## config.mk

```make
export PLATFORM = sky130hd
export DESIGN_NAME = aws_top
export DESIGN_NICKNAME = d
export VERILOG_FILES = /design/src/design/aws_area_wait.v /design/src/design/aws_top.v
export VERILOG_INCLUDE_DIRS = /design/src /design/src/design
export SDC_FILE = /design/constraint.sdc
export NUM_CORES = 1
export LEC_CHECK = 0
export ABC_AREA = 1
export BUFFER_PORTS_ARGS = -buffer_cell sky130_fd_sc_hd__buf_4
export CAP_MARGIN = 20
export CORE_ASPECT_RATIO = 1.75
export CORE_UTILIZATION = 47
export CTS_CLUSTER_SIZE = 40
export DETAILED_ROUTE_END_ITERATION = 7
export PLACE_DENSITY = 0.71
export SLEW_MARGIN = 20
export SYNTH_ARGS = -nofsm -noshare
export SYNTH_HDL_FRONTEND = slang
export SYNTH_HIERARCHICAL = 1
export SYNTH_SLANG_ARGS = --single-unit
```

## constraint.sdc

```tcl
create_clock -name clk -period 1 [get_ports clk]
set_clock_uncertainty 0.1 [all_clocks]
set_input_delay 0.2 -clock clk [delete_from_list [all_inputs] [get_ports clk]]
set_output_delay 0.2 -clock clk [all_outputs]
set_load 0.005 [all_outputs]
```

## src/design/aws_map.vh

```
// Register offsets, field positions, reset values and codes for the area wait select block
`ifndef AWS_MAP_VH
`define AWS_MAP_VH

// ==========================================================
// Register offsets (byte-wide registers, chosen offsets)
`define AWS_ADDR_W          2
`define AWS_OFF_WAIT_54     2'h0
`define AWS_OFF_WAIT_32     2'h1
`define AWS_OFF_ACC_STATE   2'h2
`define AWS_OFF_STATUS      2'h3

// ==========================================================
// Field positions
`define AWS_HI_WAIT_MSB     6
`define AWS_HI_WAIT_LSB     4
`define AWS_LO_WAIT_MSB     2
`define AWS_LO_WAIT_LSB     0
`define AWS_WAIT_MASK       8'h77
`define AWS_AST_MASK        8'h3C
`define AWS_AREA5_THREE_STATE_EN_BIT        5
`define AWS_AREA4_THREE_STATE_EN_BIT        4
`define AWS_AREA3_THREE_STATE_EN_BIT        3
`define AWS_AREA2_THREE_STATE_EN_BIT        2

// ==========================================================
// Reset values
`define AWS_WAIT_RST        8'h77
`define AWS_AST_RST         8'h3C
`define AWS_AREA_WAIT_RST   3'h7
`define AWS_CAS_LAT_RST     3'h4
`define AWS_CAS_BAD_RST     1'b1

// ==========================================================
// Codes
`define AWS_WAIT_NONE       3'h0
`define AWS_CAS_MAX_CODE    3'h3
`define AWS_CAS_LAT_STEP    3'h1

`endif

```

## src/design/aws_area_wait.v

```verilog
// One area's wait-count selection from its field and its 3-state enable
`timescale 1ns/1ps
`include "aws_map.vh"

module aws_area_wait
(
    // Configuration
    input  wire [2:0] wait_field,
    input  wire       three_state_en,
    // Result
    output wire [2:0] wait_count
);

    // ==========================================================
    // Selection
    // Two-state space ignores the field entirely
    assign wait_count = three_state_en ? wait_field : `AWS_WAIT_NONE;

endmodule

```

## src/design/aws_top.v

```verilog
// Area 5..2 wait-state select with register port and CAS latency output
`timescale 1ns/1ps
`include "aws_map.vh"

// Behaviour
// - Area 5 waits equal field when 3-state
// - Area 4 waits equal field when 3-state
// - Area 3 waits equal field when 3-state
// - Area 2 waits equal field when 3-state
// - Reserved bits read zero, ignore writes
// - Wait fields reset to all ones
// - Area 2 field gives CAS latency
// - CAS latency independent of access-state bit
// - CAS latency equals the low two code bits plus one
// - Access-state bit one selects 3-state space
module aws_top
(
    // Clock and reset
    input  wire       clk,
    input  wire       sys_rst,
    input  wire       clk_en,
    // Register port
    input  wire [1:0] reg_addr,
    input  wire [7:0] reg_wdata,
    input  wire       reg_wr,
    input  wire       reg_rd,
    output reg  [7:0] reg_rdata,
    // Wait counts per area
    output reg  [2:0] area5_wait,
    output reg  [2:0] area4_wait,
    output reg  [2:0] area3_wait,
    output reg  [2:0] area2_wait,
    // Synchronous DRAM CAS latency for areas 2 to 5
    output reg  [2:0] sdram_cas_latency,
    output reg        cas_code_bad
);

    // ==========================================================
    // Usage notes
    // - All state freezes while clk_en is low, reset excepted.
    // - A write lands at the strobe edge; the outputs follow one edge later.
    // - Reads answer in the next cycle only; the data port is zero otherwise.
    // - The access-state enables live here as a plain register so that the
    //   block can stand alone; bits 7, 6, 1 and 0 read as zero.
    // - Latency codes 100 to 111 are not allowed; the low two bits still drive
    //   the latency output and the status flag is raised so that firmware can
    //   see its own mistake instead of a silently clipped latency.
    // - Reset leaves the area 2 field at 111, a prohibited latency code,
    //   so the flag reads one until firmware loads a legal code.
    // - No interlock exists against changing a field mid-access; the bus
    //   sequencer samples these outputs when it starts an access.
    // - The status index is read-only; writes to it are dropped.

    // ==========================================================
    // Register storage and next values
    reg  [7:0] wait_ctrl_areas_5_4_reg;
    reg  [7:0] wait_ctrl_areas_5_4_next;
    reg  [7:0] wait_ctrl_areas_3_2_reg;
    reg  [7:0] wait_ctrl_areas_3_2_next;
    reg  [7:0] access_state_ctrl_reg;
    reg  [7:0] access_state_ctrl_next;
    reg  [7:0] rdata_next;

    // Decoded strobes, already qualified by the clock enable
    wire       wr_wait_54;
    wire       wr_wait_32;
    wire       wr_acc_state;
    wire       rd_take;

    // Per-area fields, selections and the shared latency code
    wire [2:0] a5_field;
    wire [2:0] a4_field;
    wire [2:0] a3_field;
    wire [2:0] a2_field;
    wire [2:0] a5_n;
    wire [2:0] a4_n;
    wire [2:0] a3_n;
    wire [2:0] a2_n;
    wire [2:0] cas_code;
    wire [2:0] cas_latency_n;
    wire       cas_bad_n;

    // ==========================================================
    // Helper functions
    // Upper three-bit wait field of a byte register
    function [2:0] hi_field;
        input [7:0] r;
        begin
            hi_field = r[`AWS_HI_WAIT_MSB:`AWS_HI_WAIT_LSB];
        end
    endfunction

    // Lower three-bit wait field of a byte register
    function [2:0] lo_field;
        input [7:0] r;
        begin
            lo_field = r[`AWS_LO_WAIT_MSB:`AWS_LO_WAIT_LSB];
        end
    endfunction

    // Register index match for a strobe
    function addr_hit;
        input [1:0] a;
        input [1:0] off;
        begin
            addr_hit = (a == off);
        end
    endfunction

    // Keep only implemented bits; reserved ones stay zero
    function [7:0] keep_bits;
        input [7:0] d;
        input [7:0] mask;
        begin
            keep_bits = d & mask;
        end
    endfunction

    // Codes with the top bit set are prohibited for latency
    function cas_prohibited;
        input [2:0] code;
        begin
            cas_prohibited = (code > `AWS_CAS_MAX_CODE);
        end
    endfunction

    // Latency is the code plus one; only the low two bits count
    function [2:0] cas_latency_of;
        input [2:0] code;
        begin
            cas_latency_of = {1'b0, code[1:0]} + `AWS_CAS_LAT_STEP;
        end
    endfunction

    // ==========================================================
    // Strobe decode
    // The clock enable is folded in here so nothing moves while it is low
    assign wr_wait_54   = clk_en & reg_wr & addr_hit(reg_addr, `AWS_OFF_WAIT_54);
    assign wr_wait_32   = clk_en & reg_wr & addr_hit(reg_addr, `AWS_OFF_WAIT_32);
    assign wr_acc_state = clk_en & reg_wr & addr_hit(reg_addr, `AWS_OFF_ACC_STATE);
    // A write to the status index has no target and is dropped
    assign rd_take      = clk_en & reg_rd;

    // ==========================================================
    // Next register values; reserved positions masked off on write
    // Areas 5 and 4 wait fields
    always @*
    begin
        wait_ctrl_areas_5_4_next = wait_ctrl_areas_5_4_reg;
        if (wr_wait_54)
            wait_ctrl_areas_5_4_next = keep_bits(reg_wdata, `AWS_WAIT_MASK);
    end

    // Areas 3 and 2 wait fields; area 2 also carries the latency code
    always @*
    begin
        wait_ctrl_areas_3_2_next = wait_ctrl_areas_3_2_reg;
        if (wr_wait_32)
            wait_ctrl_areas_3_2_next = keep_bits(reg_wdata, `AWS_WAIT_MASK);
    end

    // Access-state enables; only bits 5 to 2 exist in this block
    always @*
    begin
        access_state_ctrl_next = access_state_ctrl_reg;
        if (wr_acc_state)
            access_state_ctrl_next = keep_bits(reg_wdata, `AWS_AST_MASK);
    end

    // ==========================================================
    // Register updates, synchronous reset
    // Wait fields start at all ones, seven waits everywhere
    // Reset wins over the clock enable so a frozen block still initialises
    always @(posedge clk)
    begin
        if (sys_rst)
            wait_ctrl_areas_5_4_reg <= `AWS_WAIT_RST;
        else
            wait_ctrl_areas_5_4_reg <= wait_ctrl_areas_5_4_next;
    end

    // Same reset for the lower pair of areas
    always @(posedge clk)
    begin
        if (sys_rst)
            wait_ctrl_areas_3_2_reg <= `AWS_WAIT_RST;
        else
            wait_ctrl_areas_3_2_reg <= wait_ctrl_areas_3_2_next;
    end

    // Access-state enables start as 3-state for all four areas
    // That makes the reset wait counts seven, matching the fields
    always @(posedge clk)
    begin
        if (sys_rst)
            access_state_ctrl_reg <= `AWS_AST_RST;
        else
            access_state_ctrl_reg <= access_state_ctrl_next;
    end

    // ==========================================================
    // Read mux; status bit 0 shows whether the latency code is legal
    always @*
    begin
        rdata_next = 8'h00;
        case (reg_addr)
            `AWS_OFF_WAIT_54:
                rdata_next = keep_bits(wait_ctrl_areas_5_4_reg, `AWS_WAIT_MASK);
            `AWS_OFF_WAIT_32:
                rdata_next = keep_bits(wait_ctrl_areas_3_2_reg, `AWS_WAIT_MASK);
            `AWS_OFF_ACC_STATE:
                rdata_next = keep_bits(access_state_ctrl_reg, `AWS_AST_MASK);
            `AWS_OFF_STATUS:
                rdata_next = {7'h00, cas_prohibited(cas_code)};
            default:
                rdata_next = 8'h00;
        endcase
    end

    // Data stands only in the cycle after the read strobe, zero otherwise
    // Zero between reads keeps a stale byte from looking like a fresh one
    always @(posedge clk)
    begin
        if (sys_rst)
            reg_rdata <= 8'h00;
        else if (clk_en)
            reg_rdata <= rd_take ? rdata_next : 8'h00;
    end

    // ==========================================================
    // Per-area wait selection
    // Fields are split out once so each instance sees a plain net
    assign a5_field = hi_field(wait_ctrl_areas_5_4_reg);
    assign a4_field = lo_field(wait_ctrl_areas_5_4_reg);
    assign a3_field = hi_field(wait_ctrl_areas_3_2_reg);
    assign a2_field = lo_field(wait_ctrl_areas_3_2_reg);

    // Each area gates its own field with its own enable
    aws_area_wait u_a5
    (
        .wait_field     (a5_field),
        .three_state_en (access_state_ctrl_reg[`AWS_AREA5_THREE_STATE_EN_BIT]),
        .wait_count     (a5_n)
    );

    aws_area_wait u_a4
    (
        .wait_field     (a4_field),
        .three_state_en (access_state_ctrl_reg[`AWS_AREA4_THREE_STATE_EN_BIT]),
        .wait_count     (a4_n)
    );

    aws_area_wait u_a3
    (
        .wait_field     (a3_field),
        .three_state_en (access_state_ctrl_reg[`AWS_AREA3_THREE_STATE_EN_BIT]),
        .wait_count     (a3_n)
    );

    aws_area_wait u_a2
    (
        .wait_field     (a2_field),
        .three_state_en (access_state_ctrl_reg[`AWS_AREA2_THREE_STATE_EN_BIT]),
        .wait_count     (a2_n)
    );

    // ==========================================================
    // Shared latency code: the raw area 2 field, no access-state gating
    // Latency applies to areas 2 to 5 even while area 2 is 2-state
    assign cas_code      = a2_field;
    // A prohibited code still yields a latency; the flag tells software
    assign cas_latency_n = cas_latency_of(cas_code);
    assign cas_bad_n     = cas_prohibited(cas_code);

    // ==========================================================
    // Registered outputs, one cycle after the configuration changes
    // Area 5 wait count
    // Reset values match what the reset fields would select
    always @(posedge clk)
    begin
        if (sys_rst)
            area5_wait <= `AWS_AREA_WAIT_RST;
        else if (clk_en)
            area5_wait <= a5_n;
    end

    // Area 4 wait count
    // Registered so the sequencer never sees a half-written byte
    always @(posedge clk)
    begin
        if (sys_rst)
            area4_wait <= `AWS_AREA_WAIT_RST;
        else if (clk_en)
            area4_wait <= a4_n;
    end

    // Area 3 wait count
    // Follows its field only while the area is 3-state
    always @(posedge clk)
    begin
        if (sys_rst)
            area3_wait <= `AWS_AREA_WAIT_RST;
        else if (clk_en)
            area3_wait <= a3_n;
    end

    // Area 2 wait count
    // Shares its field with the latency code below
    always @(posedge clk)
    begin
        if (sys_rst)
            area2_wait <= `AWS_AREA_WAIT_RST;
        else if (clk_en)
            area2_wait <= a2_n;
    end

    // Latency for areas 2 to 5
    // Reset field 111 gives latency four from its low bits
    always @(posedge clk)
    begin
        if (sys_rst)
            sdram_cas_latency <= `AWS_CAS_LAT_RST;
        else if (clk_en)
            sdram_cas_latency <= cas_latency_n;
    end

    // Prohibited latency code flag
    // Raised from reset, since the reset field is itself prohibited
    always @(posedge clk)
    begin
        if (sys_rst)
            cas_code_bad <= `AWS_CAS_BAD_RST;
        else if (clk_en)
            cas_code_bad <= cas_bad_n;
    end

endmodule

```

==> results of run 1 <==
worst max path at each step:
stage | startpoint | to | slack, ps | depth (start not counted)
2_1_floorplan | wait_ctrl_areas_3_2_reg[1]$_SDFFE_PP1P_ | reg_rdata[0]$_SDFFE_PP0P_ | -50 | 8
3_3_place_gp | wait_ctrl_areas_3_2_reg[1]$_SDFFE_PP1P_ | reg_rdata[0]$_SDFFE_PP0P_ | -130 | 8
3_5_place_dp | reg_addr[0] | reg_rdata[2]$_SDFFE_PP0P_ | -150 | 7
4_1_cts | wait_ctrl_areas_3_2_reg[1]$_SDFFE_PP1P_ | reg_rdata[0]$_SDFFE_PP0P_ | -120 | 8
5_1_grt | wait_ctrl_areas_3_2_reg[1]$_SDFFE_PP1P_ | reg_rdata[0]$_SDFFE_PP0P_ | -140 | 8
6_report | wait_ctrl_areas_3_2_reg[0]$_SDFFE_PP1P_ | reg_rdata[0]$_SDFFE_PP0P_ | -120 | 8
worst register-to-register path, delay by kind of cell, from the launching register on:
| kind | cells | cell delay (ps) |
|---|---|---|
| buffers and inverters | 1 | 50 |
| adder cells (fa/ha/maj) | 1 | 150 |
| flip-flops | 1 | 340 |
| AO/OA/AOI/OAI | 1 | 130 |
| AND/OR/NAND/NOR | 5 | 280 |
cell families (layout without fill, tap and decap cells):
group,Yosys count,after routing,share of synthesized area
flops,39,39,0.475
simple gates,147,147,0.377
buf+inv,35,85,0.0890
compound gates,13,13,0.0494
fa+ha+maj,1,1,0.00760
other cells,1,1,0.00228
area by class of cell:
cell class                 instances  share of cell area
clock inverter                     3             0.00657
sequential                        39               0.356
tap                               45              0.0246
clock buffer                       5              0.0301
timing repair buffer              51               0.215
multi-input combinational        162               0.326
inverter                          26              0.0427
stage by stage:
step | instance area [um2] | worst slack (ps) | utilization | power (uW)
floorplan | 1650 | -53.0 | - | 1950
global placement | 2050 | -126 | 0.610 | 2170
detailed placement | 2050 | -152 | 0.610 | 2170
CTS | 2270 | -120 | 0.675 | 3240
global route | 2290 | -141 | 0.680 | 3380
finish | 2290 | -116 | 0.680 | 3240
repair_timing:
item,CTS,global route
gates resized for setup,47,4
endpoints found under the setup margin,25,29
hold buffers,0,0
buffers inserted,2,0
pin swaps,1,2
endpoints found under the hold margin,0,0
power groups by stage:
| stage | combinational, uW | sequential (uW) | clock [uW] |
|---|---|---|---|
| floorplan | 241 | 1710 | 0 |
| global placement | 454 | 1710 | 0 |
| detailed placement | 461 | 1710 | 0 |
| CTS | 504 | 1700 | 1040 |
| global route | 565 | 1710 | 1110 |
| finish | 504 | 1700 | 1030 |
layer usage:
layer / GRT usage / part of all wire
met1: 0.256 / 0.41
met2: 0.428 / 0.53
met3: 0.0472 / 0.029
met4: 0.129 / 0.026
met5: 0 / 0
cell usage in the layout, fill, tap and decap left out, types with 11 or more instances in the layout:
master / instances
dfxtp_1: 13
nand2_1: 103
inv_1: 15
inv_2: 11
buf_6: 22
dfxtp_2: 26
nand3_1: 32
buf_4: 27
==> run metrics, run 1 <==
status=finished, violations left; failing checks=negative setup slack; multi-input logic area=744 um2; switching share of power=0.265; clk root buf=clkbuf_8; Synth cell types=18; Seq pwr share=0.525; Hold Path Class=in -> reg; Fin. Hold Viols=0; post-detail-place hpwl=around 2900 um; largest net degree at the start of global routing=24; Die X=46.7 um; First DRT Iteration DRCs=36; period utilization=1.12; Initial Utilization=0.489; gr usage total=0.244; layout cell share with drive strength beyond 1=0.388; global placer's final weighted congestion=roughly 0.84; Cell Count, Final, Fillers Out=331; Max Cap Viol=0; Hold EP=access_state_ctrl_reg[3]$_SDFFE_PP1P_; TritonCTS clock tree=built; most used cell, CP=nand2_1; FILL cells=about 340; full die area=0.00375 mm2; Clock Path Buffers=2; sequential area share after synthesis=0.475; # DRC=0; dpl cells=321; Syn Nets=252; area of the core=about 0.0034 mm2; GR Overflow Total=0; nets=301; Final min period=1120 ps; P_leak=about 0.0012 uW; Post-synth ARST share=0; Max Fclk=0.896 GHz; gate count of the mapped netlist=236; final wirelength=approximately 4000 um; worst stage delay on the critical path=340 ps; EDFF count, synth=0; R2R depth=8; FF+latch count, synth=39; number of flip-flops in the largest register=7; switching power=859 uW; R2R Setup Slk=-120 ps; synthesized area per cell=6.97 um2; worst skew pair latency=around 290 ps; global-route wire length before repair=6560 um; max-slew violations=0; DR vias/cell=4.81; hold path cells=3; Rows=28; total number of vias=between 1.5k and 2k; cell family with most CP delay=flip-flops; port bufs=36; Synth warnings=6; Crit-path slowest cell=dfxtp_2; Min Hold Slack=6.78 ps; Chip Height=80.3 um; RSZ-0062 raised after global routing=yes; H-tree depth reported by CTS=2; Critical path buffers and inverters=1; largest cells by area after synthesis=dfxtp_1, nand2_1, nand3_1; antenna cells=0; vias in the first global route=1522; CP endpoint kind=register; CP Max Fanout=2; initial antenna violation count=0; hold_sp=reg_wdata[3]; routed length per instance=12.1 um; PD cells=1420 mW/mm2; leading area contributor after synthesis=dfxtp_1; Critical Path RT=1130 ps; I/O pin total=39; post-synth top area share=0.475; reg2reg end=reg_rdata[0]$_SDFFE_PP0P_; Cell Area, Synth=between 0.0015 and 0.002 mm2; Most used DFF post-synth=dfxtp_1; Peak VDD IR=0.00105 V; DRT Pass-1 Iters=4; Cell Chain, Critical Path=ha_4 -> inv_2 -> nand3_2 -> nand2_2 -> nand2_1 -> nand2_1 -> nand2_1 -> a21oi_1; Logic pwr share=0.156; reg2reg start=wait_ctrl_areas_3_2_reg[0]$_SDFFE_PP1P_; Final ANT Viol Nets=0; Clock Power Share=0.319; Int Pwr=2380 uW; CTS clk-pin slew, worst paths=70 ps; Synth top cells by count=nand2_1, dfxtp_1, nand3_1; critical path type=reg -> reg; Critical Path Start Type=register; clock tree sinks=39; clock buffer count from CTS=5; Synth-to-Final Area Change=38.9%; most common cell in the synthesized netlist=nand2_1; FF+latch area=813 um2; # setup viols final=25; post-layout worst setup margin=-116 ps; Fin Setup TNS=-796 ps; WP data arrival=between 1000 and 1500 ps
Power figures use the tool's default switching activity.
==> run 2, diff against run 1 <==
--- a/config.mk
+++ b/config.mk
@@ -9,11 +9,14 @@
 export ABC_AREA = 1
 export BUFFER_PORTS_ARGS = -buffer_cell sky130_fd_sc_hd__buf_4
 export CAP_MARGIN = 20
+export CELL_PAD_IN_SITES_DETAIL_PLACEMENT = 1
+export CELL_PAD_IN_SITES_GLOBAL_PLACEMENT = 1
 export CORE_ASPECT_RATIO = 1.75
-export CORE_UTILIZATION = 47
+export CORE_UTILIZATION = 33
 export CTS_CLUSTER_SIZE = 40
 export DETAILED_ROUTE_END_ITERATION = 7
 export PLACE_DENSITY = 0.71
+export SETUP_SLACK_MARGIN = 0.05
 export SLEW_MARGIN = 20
 export SYNTH_ARGS = -nofsm -noshare
 export SYNTH_HDL_FRONTEND = slang
==> run 2 against run 1 <==
Highest routed layer unchanged. Count of clock-buffer cells in the layout up 1. Utilization down 17 points. Flip-flop and latch count unchanged. The flow still finishes with violations (negative setup slack). Fmax down 4.4%.
==> run metrics, run 2 (same netlist as run 1, synthesis figures left out) <==
status=finished, violations left; failing checks=negative setup slack; reg2reg end=reg_rdata[0]$_SDFFE_PP0P_; nets=309 (+2.7%); reg2reg start=wait_ctrl_areas_3_2_reg[1]$_SDFFE_PP1P_; layout cell share with drive strength beyond 1=0.412 (+0.0235); Chip Height=95.4 um (+19%); Critical path buffers and inverters=1 (unchanged); worst skew pair latency=300 ps (about the same); clock buffer count from CTS=5 (unchanged); post-detail-place hpwl=3320 um (+14%); most frequent cells in the layout=nand2_1, nand3_1, buf_4; Min Hold Slack=10.5 ps (+3.69 ps); post-layout worst setup margin=-167 ps (-51.5 ps); initial antenna violation count=0 (unchanged); vias in the first global route=1569 (+3.1%); Clock Path Buffers=2 (unchanged); Final min period=1170 ps (+51.5 ps); FILL cells=596 (+76%); most common cell after layout, fill and taps aside=nand2_1; Hold Path Class=in -> reg; # setup viols final=28 (+12%); GR Util met2=0.347 (-0.0804); Initial Utilization=0.347 (-0.143); period utilization=1.17 (+0.0515); final wirelength=4450 um (+11%); PD cells=1360 mW/mm2 (-3.8%); critical path type=reg -> reg; RSZ-0062 raised after global routing=yes; FF+latch area=822 um2 (+1.1%); area of the core=0.00475 mm2 (+41%); most used cell, CP=nand2_2; CP Max Fanout=3 (+1); gr usage total=0.187 (-0.0564); DR vias/cell=4.66 (-3.2%); worst stage delay on the critical path=360 ps (+20 ps); Die X=55.4 um (+19%); P_leak=0.00124 uW (+5.0%); GR Overflow Total=0 (unchanged); pre-CTS setup slack=-142 ps (+10.1 ps); clk root buf=clkbuf_8; DRT Pass-1 Iters=4 (unchanged); # DRC=0 (unchanged); Synth-to-Final Area Change=47.5%; most used routing layer=met2; R2R Setup Slk=-170 ps (-50 ps); met1 usage=0.209 (-0.0478); CTS clk-pin slew, worst paths=80 ps (about the same); max-slew violations=0 (unchanged); Critical Path RT=1130 ps (about the same); largest net degree at the start of global routing=20 (-17%); Max Cap Viol=0 (unchanged); TritonCTS clock tree=built; hold path cells=3 (unchanged); DP Area=0.00213 mm2 (+4.0%); number of flip-flops in the largest register=7 (unchanged); antenna cells=0 (unchanged); port bufs=36 (unchanged); I/O pin total=39 (unchanged); Final ANT Viol Nets=0 (unchanged); First DRT Iteration DRCs=46 (+28%); Rows=33 (+18%); Levels on crit path=8 (unchanged); Crit-path slowest cell=dfxtp_4; global-route wire length before repair=7640 um (+17%); routed length per instance=12.9 um (+5.8%); hold bufs inserted after CTS=0 (unchanged); WP data arrival=1290 ps (+50 ps); post-route cell area=0.00243 mm2 (+6.1%); met3 Use GR=0.0353 (-0.0119); total number of vias=1611 (+1.2%); clock tree sinks=39 (unchanged); H-tree depth reported by CTS=2 (unchanged); hold_sp=reg_wdata[3]; Max Fclk=0.857 GHz (-4.4%); R2R depth=8 (unchanged); full die area=0.00528 mm2 (+41%); Cell Chain, Critical Path=ha_4 -> inv_4 -> nand3_4 -> nand2_2 -> nand2_2 -> nand2_2 -> nand2_2 -> a21oi_1; cell family with most CP delay=flip-flops; global placer's final weighted congestion=0.802 (-4.6%); Peak VDD IR=0.00104 V (-1.7%); Critical Path Start Type=register; multi-input logic area=771 um2 (+3.5%); Hold EP=access_state_ctrl_reg[3]$_SDFFE_PP1P_; CP endpoint kind=register; Fin. Hold Viols=0 (unchanged)
[run 2: changes by cell type in the layout (fill, tap and decap cells not counted), moves of 2 or more]
cell	change
buf_12	+2
dfxtp_4	+3
buf_4	+4
clkinv_2	-2
nand2_1	-2
dfxtp_2	-2
nand2_4	+2
buf_6	+2
[run 2: layout make-up]
cell class / count / area share
flip-flops and latches: 39 / 0.339
multi-input cells: 162 / 0.318
repair buffers: 59 / 0.240
inverters: 26 / 0.0413
clock buffers: 6 / 0.0299
well taps: 52 / 0.0268
clock inverters: 2 / 0.00516
[run 2: routing by layer]
| layer | vias to the layer above | share of wire | routed length, um |
|---|---|---|---|
| met1 | 740 | 0.41 | 1820 |
| met4 | 0 | 0.020 | 87 |
| met3 | 7 | 0.022 | 99 |
| met5 | - | 0 | 0 |
| met2 | 24 | 0.55 | 2440 |
| li1 | 840 | - | - |
[run 2: worst max path at each step]
| stage | from | endpoint | slack, ps |
|---|---|---|---|
| final | wait_ctrl_areas_3_2_reg[1]$_SDFFE_PP1P_ | reg_rdata[0]$_SDFFE_PP0P_ | -170 |
| after global routing | wait_ctrl_areas_3_2_reg[1]$_SDFFE_PP1P_ | reg_rdata[0]$_SDFFE_PP0P_ | -200 |
| after CTS | wait_ctrl_areas_3_2_reg[1]$_SDFFE_PP1P_ | reg_rdata[0]$_SDFFE_PP0P_ | -130 |
| after detailed placement | reg_addr[1] | access_state_ctrl_reg[3]$_SDFFE_PP1P_ | -140 |
| after global placement | reg_addr[1] | wait_ctrl_areas_3_2_reg[2]$_SDFFE_PP1P_ | -130 |
| after floorplan | wait_ctrl_areas_3_2_reg[0]$_SDFFE_PP1P_ | reg_rdata[0]$_SDFFE_PP0P_ | -40 |
[run 2: metrics by stage]
step           TNS, ps  total power, uW  cells   util
2_1_floorplan    -40.1             1960    236      -
3_3_place_gp     -2110             2200    331  0.449
3_5_place_dp     -2510             2210    331  0.449
4_1_cts          -1130             3320    344  0.500
5_1_grt          -1890             3470    346  0.511
6_report         -1140             3300    346  0.511
[run 2: power by group]
group / internal (uW) / total, uW / leakage [uW] / switching, uW
combinational: 299 / 562 / 0.000879 / 263
clock: 487 / 1050 / 0.0000412 / 561
sequential: 1630 / 1690 / 0.000318 / 58.5
[run 2: worst reg2reg max path, stage by stage, from the launching register on]
cell and delay (ps):
dfxtp_4 360, ha_4 160, inv_4 60, nand3_4 60, nand2_2 80, nand2_2 50, nand2_2 70, nand2_2 40
a21oi_1 120
[run 2: repair_timing]
action                                  4_1_cts  5_1_grt
pin swaps                                     0        5
endpoints found under the setup margin       28       33
gates resized for setup                      47       14
buffers inserted                              5        3
